===== src/sector_reconnect_params.svh =====
// Constants for the disk sector reconnect control block
`ifndef SECTOR_RECONNECT_PARAMS_SVH
`define SECTOR_RECONNECT_PARAMS_SVH

// Sector geometry and timing
`define SECTORS_PER_TRACK   128
`define SECTOR_TIME_NS      130000
`define CLK_PERIOD_NS       10
`define SECTOR_CYCLES       ((`SECTOR_TIME_NS) / (`CLK_PERIOD_NS))
`define NUM_DRIVES          8

// Command codes on the command port
`define CMD_SEEK            3'h1
`define CMD_SET_SECTOR      3'h2
`define CMD_READ_SECTOR     3'h3
`define CMD_READ            3'h4
`define CMD_WRITE           3'h5
`define CMD_SEARCH          3'h6
`define CMD_OTHER           3'h7

// Device classes
`define CLASS_DISK_RPS      2'h0
`define CLASS_DISK_PLAIN    2'h1
`define CLASS_TAPE          2'h2
`define CLASS_BUFFERED      2'h3

`endif


===== src/sector_reconnect_pkg.sv =====
// Types shared by the sector reconnect control block
package sector_reconnect_pkg;
    // One command from the channel
    typedef struct packed {
        logic [2:0] code;      // Command code
        logic [2:0] drive;     // Target drive
        logic [6:0] sector;    // Sector number argument
        logic       chained;   // Command chaining flag
        logic       arm_moves; // Seek actually moves the arm
    } cmd_type;

    // Per-drive wait state
    typedef enum logic [1:0] {
        DRV_IDLE,
        DRV_SEEKING,
        DRV_SECTOR_WAIT,
        DRV_RECONNECT
    } drv_state_type;
endpackage

===== src/disk_sector_reconnect_control.sv =====
// Disconnect and reconnect control for a multi-drive disk control unit
`timescale 1ns/1ps
`default_nettype none
`include "sector_reconnect_params.svh"

// How it works
// - Set sector stores target, watches drive
// - Accepting sector target disconnects unit
// - Read sector returns last record's sector
// - Sector arrival requests reconnection, resumes chain
// - Busy channel: retry every later pass
// - Position disk disconnects on moving seek
// - Arm arrival signals device end, reconnect
// - Plain disk shared: never disconnects
// - Plain disk nonshared: disconnect after chained seek
// - Tape on shared holds channel busy
// - Buffered devices disconnect during motion
// - Split ending nonshared capable unit disconnects if chained
// - Shared subchannel device never disconnects
// - Drives run concurrent programs, overlapped waits
// - Sector counter ticks, index clears it
// - Sector period 130 us, 128 sectors
module disk_sector_reconnect_control #(
    parameter int DRIVES       = `NUM_DRIVES,    // Drives on the unit
    parameter int SECTORS      = `SECTORS_PER_TRACK, // Sectors per track
    parameter int SECTOR_TICKS = `SECTOR_CYCLES  // Clocks per sector period
) (
    input  wire logic                           core_clk_i,     // System clock
    input  wire logic                           rst_n_i,        // Async reset, low
    input  wire logic                           cmd_valid_i,    // Command offered
    input  wire sector_reconnect_pkg::cmd_type  cmd_i,          // Command fields
    input  wire logic [1:0]                     dev_class_i,    // Device class
    input  wire logic                           shared_sub_i,   // Shared subchannel
    input  wire logic                           split_end_i,    // Channel end before device end
    input  wire logic                           disc_capable_i, // Unit can disconnect
    input  wire logic                           motion_i,       // Buffered mechanism moving
    input  wire logic [DRIVES-1:0]              arm_done_i,     // Arm reached cylinder
    input  wire logic [DRIVES-1:0]              index_i,        // Index mark per drive
    input  wire logic                           chan_busy_i,    // Channel busy
    input  wire logic                           reconn_ack_i,   // Channel took reconnect
    output logic                                cmd_ready_o,    // Command accepted
    output logic                                disconnect_o,   // Disconnect pulse
    output logic                                connected_o,    // Unit holds channel
    output logic                                reconn_req_o,   // Reconnect request
    output logic [2:0]                          reconn_drive_o, // Drive reconnecting
    output logic                                device_end_o,   // Device end pulse
    output logic [6:0]                          sector_data_o,  // Read sector answer
    output logic                                sector_valid_o  // Answer valid pulse
);
    localparam int SW = $clog2(SECTORS);

    // Sizes the ports cannot carry are refused
    if (DRIVES < 1 || DRIVES > 8) begin : gen_bad_drives
        $error("DRIVES must be 1..8");
    end
    if (SECTORS > 128) begin : gen_bad_sectors
        $error("SECTORS must fit 7 bits");
    end
    if (SECTOR_TICKS < 1) begin : gen_bad_ticks
        $error("SECTOR_TICKS must be positive");
    end

    // Sector period divider shared by all drives
    logic [$clog2(SECTOR_TICKS+1)-1:0] div_q; // Cycles into period
    logic [$clog2(SECTOR_TICKS+1)-1:0] div_d; // Next divider
    logic                              tick;  // One-cycle sector pulse

    always_comb begin
        tick  = (div_q == ($bits(div_q))'(SECTOR_TICKS - 1));
        div_d = tick ? '0 : div_q + 1'b1;
    end

    always_ff @(posedge core_clk_i or negedge rst_n_i) begin
        if (!rst_n_i) div_q <= '0;
        else          div_q <= div_d;
    end

    // Per-drive counters and state
    logic [SW-1:0]                     cur_sec [DRIVES];  // Sector under heads
    logic [DRIVES-1:0]                 adv;               // Counter stepped
    sector_reconnect_pkg::drv_state_type st_q [DRIVES];   // Drive wait state
    sector_reconnect_pkg::drv_state_type st_d [DRIVES];   // Next state
    logic [SW-1:0]                     tgt_q [DRIVES];    // Pending target
    logic [SW-1:0]                     tgt_d [DRIVES];    // Next target
    logic [SW-1:0]                     last_q [DRIVES];   // Last record sector
    logic [SW-1:0]                     last_d [DRIVES];   // Next last sector
    logic [DRIVES-1:0]                 want;              // Drive wants channel
    logic [DRIVES-1:0]                 grant;             // Drive granted
    logic                              accept;            // Command taken
    logic                              take;              // Reconnect done this edge

    // Channel may send a command whenever it is not busy, even with a reconnect pending
    assign accept = cmd_valid_i && cmd_ready_o;
    assign take   = reconn_req_o && reconn_ack_i && !accept; // Command wins the edge

    // Reconnect requests pick the lowest drive asking
    always_comb begin
        grant = '0;
        for (int i = 0; i < DRIVES; i++) begin
            if (want[i] && grant == '0) grant[i] = 1'b1;
        end
    end

    genvar g;
    generate
        for (g = 0; g < DRIVES; g++) begin : gen_drive
            drive_sector_counter #(
                .SECTORS   (SECTORS)
            ) u_cnt (
                .core_clk_i(core_clk_i),
                .rst_n_i   (rst_n_i),
                .tick_i    (tick),
                .index_i   (index_i[g]),
                .sector_o  (cur_sec[g]),
                .advance_o (adv[g])
            );

            logic sel;   // Command targets this drive
            logic sec_q; // Pending wait is for a sector
            logic sec_d; // Next sector flag
            assign sel = accept && (cmd_i.drive == 3'(g));
            assign want[g] = (st_q[g] == sector_reconnect_pkg::DRV_RECONNECT);

            // Drive wait sequencing
            always_comb begin
                st_d[g]   = st_q[g];
                sec_d     = sec_q;
                tgt_d[g]  = tgt_q[g];
                last_d[g] = last_q[g];
                case (st_q[g])
                    sector_reconnect_pkg::DRV_IDLE: begin
                        if (sel && cmd_i.code == `CMD_SET_SECTOR) begin
                            tgt_d[g] = cmd_i.sector[SW-1:0];
                            st_d[g]  = sector_reconnect_pkg::DRV_SECTOR_WAIT;
                            sec_d    = 1'b1;
                        end else if (sel && cmd_i.code == `CMD_SEEK && cmd_i.arm_moves) begin
                            st_d[g] = sector_reconnect_pkg::DRV_SEEKING;
                            sec_d   = 1'b0;
                        end else if (sel && (cmd_i.code == `CMD_READ
                                || cmd_i.code == `CMD_WRITE || cmd_i.code == `CMD_SEARCH)) begin
                            last_d[g] = cur_sec[g];
                        end
                    end
                    sector_reconnect_pkg::DRV_SEEKING: begin
                        if (arm_done_i[g]) st_d[g] = sector_reconnect_pkg::DRV_RECONNECT;
                    end
                    sector_reconnect_pkg::DRV_SECTOR_WAIT: begin
                        // Compare only on a step: one attempt per pass
                        if (adv[g] && cur_sec[g] == tgt_q[g]) begin
                            st_d[g] = sector_reconnect_pkg::DRV_RECONNECT;
                        end
                    end
                    sector_reconnect_pkg::DRV_RECONNECT: begin
                        if (grant[g] && take) begin
                            st_d[g] = sector_reconnect_pkg::DRV_IDLE;
                        end else if (sec_q && chan_busy_i && tgt_q[g] != cur_sec[g]) begin
                            // Missed the window: wait for next revolution
                            st_d[g] = sector_reconnect_pkg::DRV_SECTOR_WAIT;
                        end
                    end
                    default: st_d[g] = sector_reconnect_pkg::DRV_IDLE;
                endcase
            end

            // Register drive state
            always_ff @(posedge core_clk_i or negedge rst_n_i) begin
                if (!rst_n_i) begin
                    st_q[g]   <= sector_reconnect_pkg::DRV_IDLE;
                    tgt_q[g]  <= '0;
                    last_q[g] <= '0;
                    sec_q     <= 1'b0;
                end else begin
                    st_q[g]   <= st_d[g];
                    tgt_q[g]  <= tgt_d[g];
                    last_q[g] <= last_d[g];
                    sec_q     <= sec_d;
                end
            end

            AST_RETRY_PASS: assert property (@(posedge core_clk_i) disable iff (!rst_n_i)
                (st_q[g] == sector_reconnect_pkg::DRV_SECTOR_WAIT && adv[g]
                 && cur_sec[g] == tgt_q[g]) |=> want[g])
                else $error("sector pass did not raise reconnect");
        end
    endgenerate

    // Whether the current command lets the unit drop off the channel
    logic disc_ok; // Disconnection allowed for this command
    always_comb begin
        disc_ok = 1'b0;
        case (dev_class_i)
            `CLASS_DISK_RPS:   disc_ok = !shared_sub_i && (cmd_i.code == `CMD_SET_SECTOR
                                 || (cmd_i.code == `CMD_SEEK && cmd_i.arm_moves));
            `CLASS_DISK_PLAIN: disc_ok = !shared_sub_i && cmd_i.chained
                                 && cmd_i.code == `CMD_SEEK;
            `CLASS_TAPE:       disc_ok = 1'b0;
            `CLASS_BUFFERED:   disc_ok = !shared_sub_i && motion_i;
            default:           disc_ok = 1'b0;
        endcase
        // Other devices ending early may drop off if nonshared
        if (split_end_i && disc_capable_i && !shared_sub_i && cmd_i.chained) begin
            disc_ok = 1'b1;
        end
        if (shared_sub_i) disc_ok = 1'b0;
    end

    // Connection and answer registers
    logic       conn_q;   // Unit holds channel
    logic       conn_d;   // Next hold
    logic       disc_q;   // Disconnect pulse
    logic       disc_d;   // Next pulse
    logic       dend_q;   // Device end pulse
    logic       dend_d;   // Next pulse
    logic [6:0] sdat_q;   // Sector answer
    logic [6:0] sdat_d;   // Next answer
    logic       sval_q;   // Answer valid
    logic       sval_d;   // Next valid
    logic [2:0] rdrv;     // Granted drive index

    always_comb begin
        rdrv = '0;
        for (int i = 0; i < DRIVES; i++) begin
            if (grant[i]) rdrv = 3'(i);
        end
    end

    // Busy channel blocks reconnect; channel free to issue otherwise
    assign cmd_ready_o    = !chan_busy_i;
    assign reconn_req_o   = (|want) && !chan_busy_i;
    assign reconn_drive_o = rdrv;

    // Connection bookkeeping
    always_comb begin
        conn_d = conn_q;
        disc_d = 1'b0;
        dend_d = 1'b0;
        sval_d = 1'b0;
        sdat_d = sdat_q;
        if (accept) begin
            conn_d = !disc_ok;
            disc_d = disc_ok;
            if (cmd_i.code == `CMD_READ_SECTOR) begin
                sdat_d = 7'(last_q[cmd_i.drive]);
                sval_d = 1'b1;
            end
        end else if (take) begin
            conn_d = 1'b1;
            dend_d = 1'b1;
        end
    end

    always_ff @(posedge core_clk_i or negedge rst_n_i) begin
        if (!rst_n_i) begin
            conn_q <= 1'b0;
            disc_q <= 1'b0;
            dend_q <= 1'b0;
            sdat_q <= 7'h00;
            sval_q <= 1'b0;
        end else begin
            conn_q <= conn_d;
            disc_q <= disc_d;
            dend_q <= dend_d;
            sdat_q <= sdat_d;
            sval_q <= sval_d;
        end
    end

    assign connected_o    = conn_q;
    assign disconnect_o   = disc_q;
    assign device_end_o   = dend_q;
    assign sector_data_o  = sdat_q;
    assign sector_valid_o = sval_q;

    AST_SHARED_HOLD: assert property (@(posedge core_clk_i) disable iff (!rst_n_i)
        (accept && shared_sub_i) |=> !disconnect_o)
        else $error("shared subchannel disconnected");
    AST_TAPE_HOLD: assert property (@(posedge core_clk_i) disable iff (!rst_n_i)
        (accept && dev_class_i == `CLASS_TAPE && !split_end_i) |=> connected_o)
        else $error("tape released channel");
    AST_SET_SECTOR_DISC: assert property (@(posedge core_clk_i) disable iff (!rst_n_i)
        (accept && !shared_sub_i && dev_class_i == `CLASS_DISK_RPS
         && cmd_i.code == `CMD_SET_SECTOR) |=> (disconnect_o && !connected_o))
        else $error("set sector did not disconnect");
    AST_PLAIN_SHARED: assert property (@(posedge core_clk_i) disable iff (!rst_n_i)
        (accept && shared_sub_i && dev_class_i == `CLASS_DISK_PLAIN) |=> connected_o)
        else $error("plain disk on shared released");
    AST_PLAIN_NONSHARED: assert property (@(posedge core_clk_i) disable iff (!rst_n_i)
        (accept && !shared_sub_i && dev_class_i == `CLASS_DISK_PLAIN && cmd_i.chained
         && cmd_i.code == `CMD_SEEK) |=> disconnect_o)
        else $error("plain disk nonshared stayed");
    AST_BUFFER_DISC: assert property (@(posedge core_clk_i) disable iff (!rst_n_i)
        (accept && !shared_sub_i && dev_class_i == `CLASS_BUFFERED && motion_i)
        |=> disconnect_o)
        else $error("buffered device stayed during motion");
    AST_RECONN_DEVEND: assert property (@(posedge core_clk_i) disable iff (!rst_n_i)
        (reconn_req_o && reconn_ack_i && !accept) |=> (device_end_o && connected_o))
        else $error("reconnect without device end");
    AST_NO_REQ_BUSY: assert property (@(posedge core_clk_i) disable iff (!rst_n_i)
        chan_busy_i |-> !reconn_req_o)
        else $error("reconnect raised while channel busy");
endmodule
`default_nettype wire


===== src/drive_sector_counter.sv =====
// Per-drive rotational sector counter
`timescale 1ns/1ps
`default_nettype none
`include "sector_reconnect_params.svh"

module drive_sector_counter #(
    parameter int SECTORS = `SECTORS_PER_TRACK // Sectors on a track
) (
    input  wire logic                       core_clk_i,  // System clock
    input  wire logic                       rst_n_i,     // Async reset, low
    input  wire logic                       tick_i,      // Sector period pulse
    input  wire logic                       index_i,     // Index mark pulse
    output logic [$clog2(SECTORS)-1:0]      sector_o,    // Current sector
    output logic                            advance_o    // Counter moved
);
    localparam int W = $clog2(SECTORS);

    if (SECTORS < 2) begin : gen_bad_sectors
        $error("SECTORS must be at least 2");
    end

    logic [W-1:0] count_q; // Sector under the heads
    logic [W-1:0] count_d; // Next sector
    logic         adv_q;   // Counter advanced last cycle
    logic         adv_d;   // Next advance flag

    // Index wins over tick so the track origin never drifts
    always_comb begin
        count_d = count_q;
        adv_d   = 1'b0;
        if (index_i) begin
            count_d = '0;
            adv_d   = 1'b1;
        end else if (tick_i) begin
            count_d = (count_q == W'(SECTORS - 1)) ? '0 : count_q + 1'b1;
            adv_d   = 1'b1;
        end
    end

    // Register the counter
    always_ff @(posedge core_clk_i or negedge rst_n_i) begin
        if (!rst_n_i) begin
            count_q <= '0;
            adv_q   <= 1'b0;
        end else begin
            count_q <= count_d;
            adv_q   <= adv_d;
        end
    end

    assign sector_o  = count_q;
    assign advance_o = adv_q;

    AST_INDEX_ZERO: assert property (@(posedge core_clk_i) disable iff (!rst_n_i)
        index_i |=> (count_q == '0))
        else $error("sector counter not cleared by index");
endmodule
`default_nettype wire


===== config.mk =====
export PLATFORM = sky130hd
export DESIGN_NAME = disk_sector_reconnect_control
export DESIGN_NICKNAME = d
export VERILOG_FILES = /design/src/sector_reconnect_pkg.sv /design/src/disk_sector_reconnect_control.sv /design/src/drive_sector_counter.sv
export VERILOG_INCLUDE_DIRS = /design/src
export SDC_FILE = /design/constraint.sdc
export NUM_CORES = 1
export LEC_CHECK = 0
export ABC_AREA = 1
export BUFFER_PORTS_ARGS = -buffer_cell sky130_fd_sc_hd__buf_4
export CAP_MARGIN = 20
export CORE_UTILIZATION = 52
export CTS_BUF_LIST = sky130_fd_sc_hd__clkbuf_8
export DETAILED_ROUTE_END_ITERATION = 10
export GPL_ROUTABILITY_DRIVEN = 0
export GPL_TIMING_DRIVEN = 0
export PLACE_DENSITY = 0.69
export SLEW_MARGIN = 20
export SYNTH_ARGS = -nofsm -noshare
export SYNTH_HDL_FRONTEND = slang
export SYNTH_SLANG_ARGS = --single-unit

===== constraint.sdc =====
create_clock -name core_clk_i -period 3.9 [get_ports core_clk_i]
set_input_delay 0.195 -clock core_clk_i [delete_from_list [all_inputs] [get_ports core_clk_i]]
set_output_delay 0.195 -clock core_clk_i [all_outputs]
set_load 0.05 [all_outputs]

After elaboration in Yosys (flattened, before gate mapping). Index checks and enable logic that the tools add are counted. Widths: inputs -> output; s select.

Flip-flop bits (word level): 225. Input port bits: 42. Output and inout bits: 16. Logic and storage cells: 478.

$add $sub $neg: 9. Magnitude comparators: 1. Eq/ne operators: 97. Multiplexer cells: 134. Bitwise gates (word level): 18. Reductions and logical operators: 165.

Operators with widths (count): $mux 7 (26); $mux 2 (48); $logic_and 1x1->1 (91); $pmux 2 s4 (8); $reduce_and 4->1 (16); $add 7x1->7 const B (8); $eq 7x7->1 (8); $eq 7x7->1 const B (8); $ne 7x7->1 (8); $mux 1 (43); $eq 2x2->1 const B (18); $reduce_and 2->1 (17); $reduce_bool 2->1 (17); $ne 2x2->1 const B (16); $ne 3x1->1 const B (8); $ne 3x3->1 const B (8); $bmux 7 s3 (1); $eq 3x3->1 const B (7); $logic_not 2->1 (10); $eq 2x1->1 const B (9); $mux 3 (6); $not 1->1 (17); $add 14x1->14 const B (1); $eq 14x14->1 const B (1); 14 further kinds (24).

Longest topological paths before layout.
Word-level depth: 26. Gate-level depth with buffers: 13. Gate-level depth less buffers: 13.

Hierarchy. Synthesis repeated with hierarchy kept, for this count alone.

Cells, all modules: 1616. Area, all modules: 12623.4 sq um.

Modules (own cells, without submodules): disk_sector_reconnect_control (instances 1, cells each 1128, area each 9078.7 sq um, sequential area each 4028.9 sq um); drive_sector_counter at gen_drive[0].u_cnt ... (instances 7, cells each 61, area each 442.9 sq um, sequential area each 200.2 sq um); drive_sector_counter at gen_drive[2].u_cnt (instances 1, cells each 61, area each 444.2 sq um, sequential area each 200.2 sq um).

Worst setup path before layout. OpenSTA, ideal clock, no wires.

Path kind: register -> register. Start point: reg st_q[6] (netlist name). End point: reg st_q[14] (netlist name). Setup time: 0.117 ns. Arrival time: 1.876 ns. Data required time: 3.783 ns. Setup slack: 1.907 ns. Stages on the path, launching flop included: 13. Buffers on the path: 0. Clock period less this slack: 1.993 ns. Cells stage by stage: dfrtp_1 ha_1 nor2_1 nand2_1 nor2_1 nor2_2 nand3_1 nand2_1 inv_1 o21ai_0 nand2_1 nand2_1 nand2_1.

Cells in the longest elaborated chain, start to end: 8. Elaborated cells between the ends (all ways): 10. Those cells by class: 2 x eq/ne; 2 x mux; 6 x reduce/logical.

RTL lines: start: declaration (line disk_sector_reconnect_control.sv:81) `sector_reconnect_pkg::drv_state_type st_q [DRIVES];`; start signal: indexed assignment (line disk_sector_reconnect_control.sv:168) `st_q[g] <= sector_reconnect_pkg::DRV_IDLE;`; start signal: indexed assignment (line disk_sector_reconnect_control.sv:173) `st_q[g] <= st_d[g];`; $eq 2x2->1 (*) (line disk_sector_reconnect_control.sv:122) `assign want[g] = (st_q[g] == sector_reconnect_pkg::DRV_RECONNECT);`; $reduce_or 8->1 (*) (line disk_sector_reconnect_control.sv:229) `assign reconn_req_o = (|want) && !chan_busy_i;`; $logic_and 1x1->1 (*) (line disk_sector_reconnect_control.sv:229); named net reconn_req_o (line disk_sector_reconnect_control.sv:44) `output logic reconn_req_o,`; $logic_and 1x1->1 (*) (2 in a row) (line disk_sector_reconnect_control.sv:94) `assign take = reconn_req_o && reconn_ack_i && !accept;`; $logic_and 1x1->1 (*) (line disk_sector_reconnect_control.sv:154) `if (grant[g] && take) begin`; $ne 3x1->1 (no line) or $mux 2 (tied branches); $reduce_and 4->1 (no line) or $pmux 2 s4 (tied branches).

The timed path passes the listed nets; every way through them passes the cells marked *. A chain may end at the register's enable or synchronous reset.

Worst setup path after layout.
Start point: reg st_q[14] (netlist name). End point: out reconn_drive_o[0].

Cells in the longest elaborated chain, start to end: 24. Elaborated cells between the ends (all ways): 30. Those cells by class: 1 x eq/ne; 15 x mux; 1 x bitwise; 13 x reduce/logical.

RTL lines: $eq 2x2->1 (*) (line disk_sector_reconnect_control.sv:122); $mux 1 (*) (line disk_sector_reconnect_control.sv:100) `if (want[i] && grant == '0) grant[i] = 1'b1;`; $not 1->1 (line disk_sector_reconnect_control.sv:100); $logic_and 1x1->1 (line disk_sector_reconnect_control.sv:100); $mux 1 (line disk_sector_reconnect_control.sv:100); $logic_not 2->1 (line disk_sector_reconnect_control.sv:100); $logic_and 1x1->1 (line disk_sector_reconnect_control.sv:100); $mux 1 (line disk_sector_reconnect_control.sv:100); [... 8 more ...]; $mux 1 (line disk_sector_reconnect_control.sv:100); $logic_not 6->1 (line disk_sector_reconnect_control.sv:100); $logic_and 1x1->1 (line disk_sector_reconnect_control.sv:100); $mux 1 (line disk_sector_reconnect_control.sv:100); $logic_not 7->1 (line disk_sector_reconnect_control.sv:100); $logic_and 1x1->1 (line disk_sector_reconnect_control.sv:100); $mux 1 (line disk_sector_reconnect_control.sv:100); $mux 3 (*) (line disk_sector_reconnect_control.sv:223) `if (grant[i]) rdrv = 3'(i);`; end: declaration (line disk_sector_reconnect_control.sv:45) `output logic [2:0] reconn_drive_o,`.

Mark *: on every way between the ends. The rest lies on a longest branch, timed or not.

==> results.py <==
metrics = {
    "run_status": {
        "status": "complete, no violations",
    },
    "critical_path": {
        "slowest_stage": "sky130_fd_sc_hd__dfrtp_1",
        "cp_cell_sequence": "ha_1 > nor2_1 > nand2_1 > nor2_1 > nand2_1 > nand3b_1 > buf_4",
        "worstReg2RegStart": "div_q[0]",
        "crit_path_end_kind": "output port",
        "setup_crit_start": "st_q[14]",
        "worst_ep_arrival_time_ps": 2280,
        "crit_path_start_kind": "flop",
        "worst_path_largest_cell_delay_ps": 430,
        "worstPathRequired_ps": 3700,
        "reg2reg_slack_ps": 1780,
        "critPathMaxFanout": 5,
        "timing_worst_setup_path_type": "flop to output port",
    },
    "floorplan": {
        "floorplan.core_area_mm2": 0.0228,
        "placementRows": 55,
        "initial_utilization": 0.533,
        "die_h_um": 155,
        "floorplan.die.width_um": 155,
        "dieArea_mm2": 0.0239,
        "ioPinCount": 58,
    },
    "timing": {
        "rsz0062_at_grt": "no",
        "worst_clock_skew_ps": 33.8,
        "final-hold-violation-count": 0,
        "setup-tns-final_ps": 0,
        "finalCriticalPeriod_ps": 2470,
        "setup_viol_count_final": 0,
        "maxClockFrequency_mhz": 405,
        "tightestPinTransition_ps": 738,
        "layout_worst_path_cycle_share": 0.633,
        "final-max-slew-violation-count": 0,
        "relSlewSlack": 0.508,
    },
    "power": {
        "sw_frac_of_total": 0.354,
        "leakagePower_nw": 6.93,
        "intPower_w": 0.00445,
        "vdd_drop_max_mv": 0.224,
        "netSwitchingPower_w": 0.00243,
        "power_frac_clock": 0.318,
        "seq_power_share": 0.388,
        "power_density_mw_per_mm2": 495,
        "power_frac_comb": 0.295,
    },
    "grt": {
        "initial_antenna_violation_count": 0,
        "residual_overflow_from_global_routing": 0,
        "grt_usage": 0.274,
        "grt_pass1_wl_um": 50200,
        "vias_in_the_first_global_route": 9601,
        "maximum_number_of_pins_on_one_net_before_global_route_repair": 94,
    },
    "routing": {
        "antenna_violating_nets_post_route": 0,
        "drt-wirelength-per-cell_um": 16.1,
        "routed_wirelength_um": 31300,
        "drtPass1Iterations": 8,
        "avgViaCountPerCell": 5.25,
        "via_count": 10207,
        "drtIter0Drc": 864,
        "route.detailed.drc": 0,
    },
    "yosys": {
        "synthAdderAreaFrac": 0.0505,
        "synth-edff-count": 0,
        "synthSimpleGateAreaFrac": 0.232,
        "synthXorXnorAreaFrac": 0.0390,
        "synth.largest_area_cell": "sky130_fd_sc_hd__dfrtp_1",
        "synthTopCellsByArea": "sky130_fd_sc_hd__dfrtp_1 (46%), sky130_fd_sc_hd__nand2_1 (13%), sky130_fd_sc_hd__inv_1 (5.9%), sky130_fd_sc_hd__ha_1 (5.1%), sky130_fd_sc_hd__o21ai_0 (4.4%)",
        "synthesis.nets": 1586,
        "sequential_to_total_area_share_from_yosys_stat": 0.464,
        "post_synth_num_cell_types": 43,
        "syn_area_mm2": 0.0121,
        "synth.area.mux_share": 0.00650,
        "synth_flop_cell": "sky130_fd_sc_hd__dfrtp_1",
        "synth_top_family_by_area": "simple AND/OR/NAND/NOR gates",
        "yosysWarnings": 0,
        "yosys_register_bits": 225,
        "async_flop_share": 1.00,
        "synth_compound_area_frac": 0.129,
        "syn_area_per_cell_um2": 8.12,
        "synth_top_area_frac": 0.464,
        "synth_cells": 1495,
    },
    "clock_tree": {
        "cts_inserted_buffers": 39,
        "cts_root_buf": "sky130_fd_sc_hd__clkbuf_8",
        "post_cts_sizing": 0,
        "clock_tree_from_tritoncts": "built",
        "post-cts-setup-buffer-count": 0,
        "clock_latency_ps": 540,
        "clkTransAtPathRegs_ps": 60,
        "clock-sinks": 225,
        "cts_buffer_depth": 3,
        "htreeDepth": 2,
    },
    "flow_run": {
        "maxCapViolCount": 0,
    },
    "final_layout": {
        "filler_cell_count": 2081,
        "utilization": 0.611,
        "synthToLayoutAreaGrowth_pct": 14.8,
        "num_antenna_cells": 0,
        "final_nets": 1696,
        "drive_gt1_frac": 0.137,
    },
    "worst_hold_path": {
        "hp-class": "input port to flop",
        "min_from": "cmd_i[14]",
    },
    "placed_design": {
        "detailedPlacementHpwl_um": 22600,
        "portBuffers": 55,
    },
}
-- what timing repair did --
| action | CTS | global route |
|---|---|---|
| hold buffers | 12 | 0 |
| endpoints found under the setup margin | 0 | 0 |
| endpoints found under the hold margin | 69 | 0 |
-- kinds of logic (layout without fill, tap and decap cells) --
kind of cell	Yosys count	count (layout)
AND/OR/NAND/NOR	657	657
AO/OA/AOI/OAI	268	268
buffers and inverters	235	373
flip-flops	225	225
XOR/XNOR	54	54
adder cells (fa/ha/maj)	49	49
multiplexers	7	7
-- final cells by class --
type	count	area [um^2]	share of cell area
Multi-Input combinational cell	1035	5540	0.398
Inverter	208	781	0.0561
Timing Repair Buffer	69	596	0.0428
Tap cell	313	392	0.0281
Clock inverter	15	60.1	0.00431
Clock buffer	54	743	0.0534
Sequential cell	225	5630	0.404
Buffer	27	179	0.0129
-- per-layer routing --
metal / track usage / up-vias / share of wire
met5: 0 / - / 0
met4: 0.120 / 0 / 0.040
met3: 0.0446 / 80 / 0.056
met2: 0.424 / 290 / 0.44
met1: 0.381 / 4826 / 0.46
li1: - / 5011 / -
-- flip-flops by register name, summed over array words and instances (netlist names), 7 cells and up --
name,count
st_q,16
gen_drive.u_cnt.sector_o,56
sector_data_o,7
last_q,56
gen_drive.sec_q,8
tgt_q,56
gen_drive.u_cnt.advance_o,8
div_q,14
-- through the flow --
stage | instance area (um^2) | power, W | std cells | setup slack [ps] | hold slack, ps
2_1_floorplan | 12100 | 0.00417 | 1495 | 1910 | -101
3_3_place_gp | 12900 | 0.00464 | 1863 | 891 | 364
3_5_place_dp | 13000 | 0.00471 | 1865 | 1760 | 126
4_1_cts | 13900 | 0.00692 | 1946 | 1440 | 0.265
5_1_grt | 13900 | 0.00734 | 1946 | 1290 | 39.4
6_report | 13900 | 0.00689 | 1946 | 1430 | 19.3
-- Yosys cell counts (3+ instances only) --
cell / count
sky130_fd_sc_hd__o21a_1: 5
sky130_fd_sc_hd__o21ai_1: 38
sky130_fd_sc_hd__a21oi_2: 8
sky130_fd_sc_hd__clkbuf_1: 3
sky130_fd_sc_hd__o21ai_0: 106
sky130_fd_sc_hd__inv_1: 192
sky130_fd_sc_hd__o22ai_1: 4
sky130_fd_sc_hd__xor2_1: 18
sky130_fd_sc_hd__a21oi_1: 51
sky130_fd_sc_hd__nor2_2: 5
sky130_fd_sc_hd__nand2_2: 10
sky130_fd_sc_hd__o21ai_2: 27
sky130_fd_sc_hd__mux2_2: 7
sky130_fd_sc_hd__nor2_1: 102
sky130_fd_sc_hd__dfrtp_1: 225
sky130_fd_sc_hd__ha_1: 49
sky130_fd_sc_hd__buf_6: 7
sky130_fd_sc_hd__nor3_1: 12
sky130_fd_sc_hd__inv_2: 14
sky130_fd_sc_hd__buf_2: 14
sky130_fd_sc_hd__nor2_4: 8
sky130_fd_sc_hd__nand4_1: 17
sky130_fd_sc_hd__a31oi_1: 4
sky130_fd_sc_hd__nand2_1: 408
sky130_fd_sc_hd__xnor2_1: 36
sky130_fd_sc_hd__a41oi_1: 6
sky130_fd_sc_hd__a22oi_1: 14
sky130_fd_sc_hd__nand3_1: 82
-- final timing paths --
check                           cells past startpoint                              to
worst max-delay path                                7               reconn_drive_o[0]
worst min-delay path                                4                sector_data_o[0]
worst max register to register                      8  gen_drive[4].u_cnt.sector_o[1]
worst min register to register                      2              gen_drive[2].sec_q
max in group asynchronous                           3  gen_drive[1].u_cnt.sector_o[3]
min in group asynchronous                           2                         st_q[0]
-- critical path, delay by kind of cell (launching register included) --
kind	cells	cell delay [ps]
fa+ha+maj	1	310
buf+inv	1	200
flops	1	430
simple gates	5	800
-- power by group through the flow --
| stage | Clock [W] | Combinational, W | Sequential, W |
|---|---|---|---|
| global route | 0.00232 | 0.00232 | 0.00270 |
| finish | 0.00219 | 0.00203 | 0.00267 |
| global placement | 0 | 0.00194 | 0.00270 |
| CTS | 0.00223 | 0.00202 | 0.00267 |
| detailed placement | 0 | 0.00200 | 0.00271 |
| floorplan | 0 | 0.00144 | 0.00273 |
-- cells in the final DEF, fill, tap and decap left out, types with 3 or more instances in the layout --
master | netlist | routed
sky130_fd_sc_hd__nand2_1 | 408 | 408
sky130_fd_sc_hd__dfrtp_1 | 225 | 225
sky130_fd_sc_hd__inv_1 | 192 | 204
sky130_fd_sc_hd__o21ai_0 | 106 | 106
sky130_fd_sc_hd__nor2_1 | 102 | 102
sky130_fd_sc_hd__nand3_1 | 82 | 82
sky130_fd_sc_hd__buf_4 | 2 | 56
sky130_fd_sc_hd__clkbuf_8 | 0 | 54
sky130_fd_sc_hd__a21oi_1 | 51 | 51
sky130_fd_sc_hd__ha_1 | 49 | 49
sky130_fd_sc_hd__o21ai_1 | 38 | 38
sky130_fd_sc_hd__xnor2_1 | 36 | 36
sky130_fd_sc_hd__o21ai_2 | 27 | 27
sky130_fd_sc_hd__xor2_1 | 18 | 18
sky130_fd_sc_hd__nand4_1 | 17 | 17
sky130_fd_sc_hd__buf_2 | 14 | 14
sky130_fd_sc_hd__inv_2 | 14 | 14
sky130_fd_sc_hd__a22oi_1 | 14 | 14
sky130_fd_sc_hd__nor3_1 | 12 | 12
sky130_fd_sc_hd__dlygate4sd3_1 | 0 | 12
sky130_fd_sc_hd__nand2_2 | 10 | 10
sky130_fd_sc_hd__nor2_4 | 8 | 8
sky130_fd_sc_hd__a21oi_2 | 8 | 8
sky130_fd_sc_hd__buf_6 | 7 | 7
sky130_fd_sc_hd__mux2_2 | 7 | 7
sky130_fd_sc_hd__a41oi_1 | 6 | 6
sky130_fd_sc_hd__nor2_2 | 5 | 5
sky130_fd_sc_hd__o21a_1 | 5 | 5
sky130_fd_sc_hd__a31oi_1 | 4 | 4
sky130_fd_sc_hd__o22ai_1 | 4 | 4
sky130_fd_sc_hd__clkbuf_1 | 3 | 3
sky130_fd_sc_hd__clkinv_2 | 0 | 3
No activity file was read; power rests on OpenSTA's default activity.
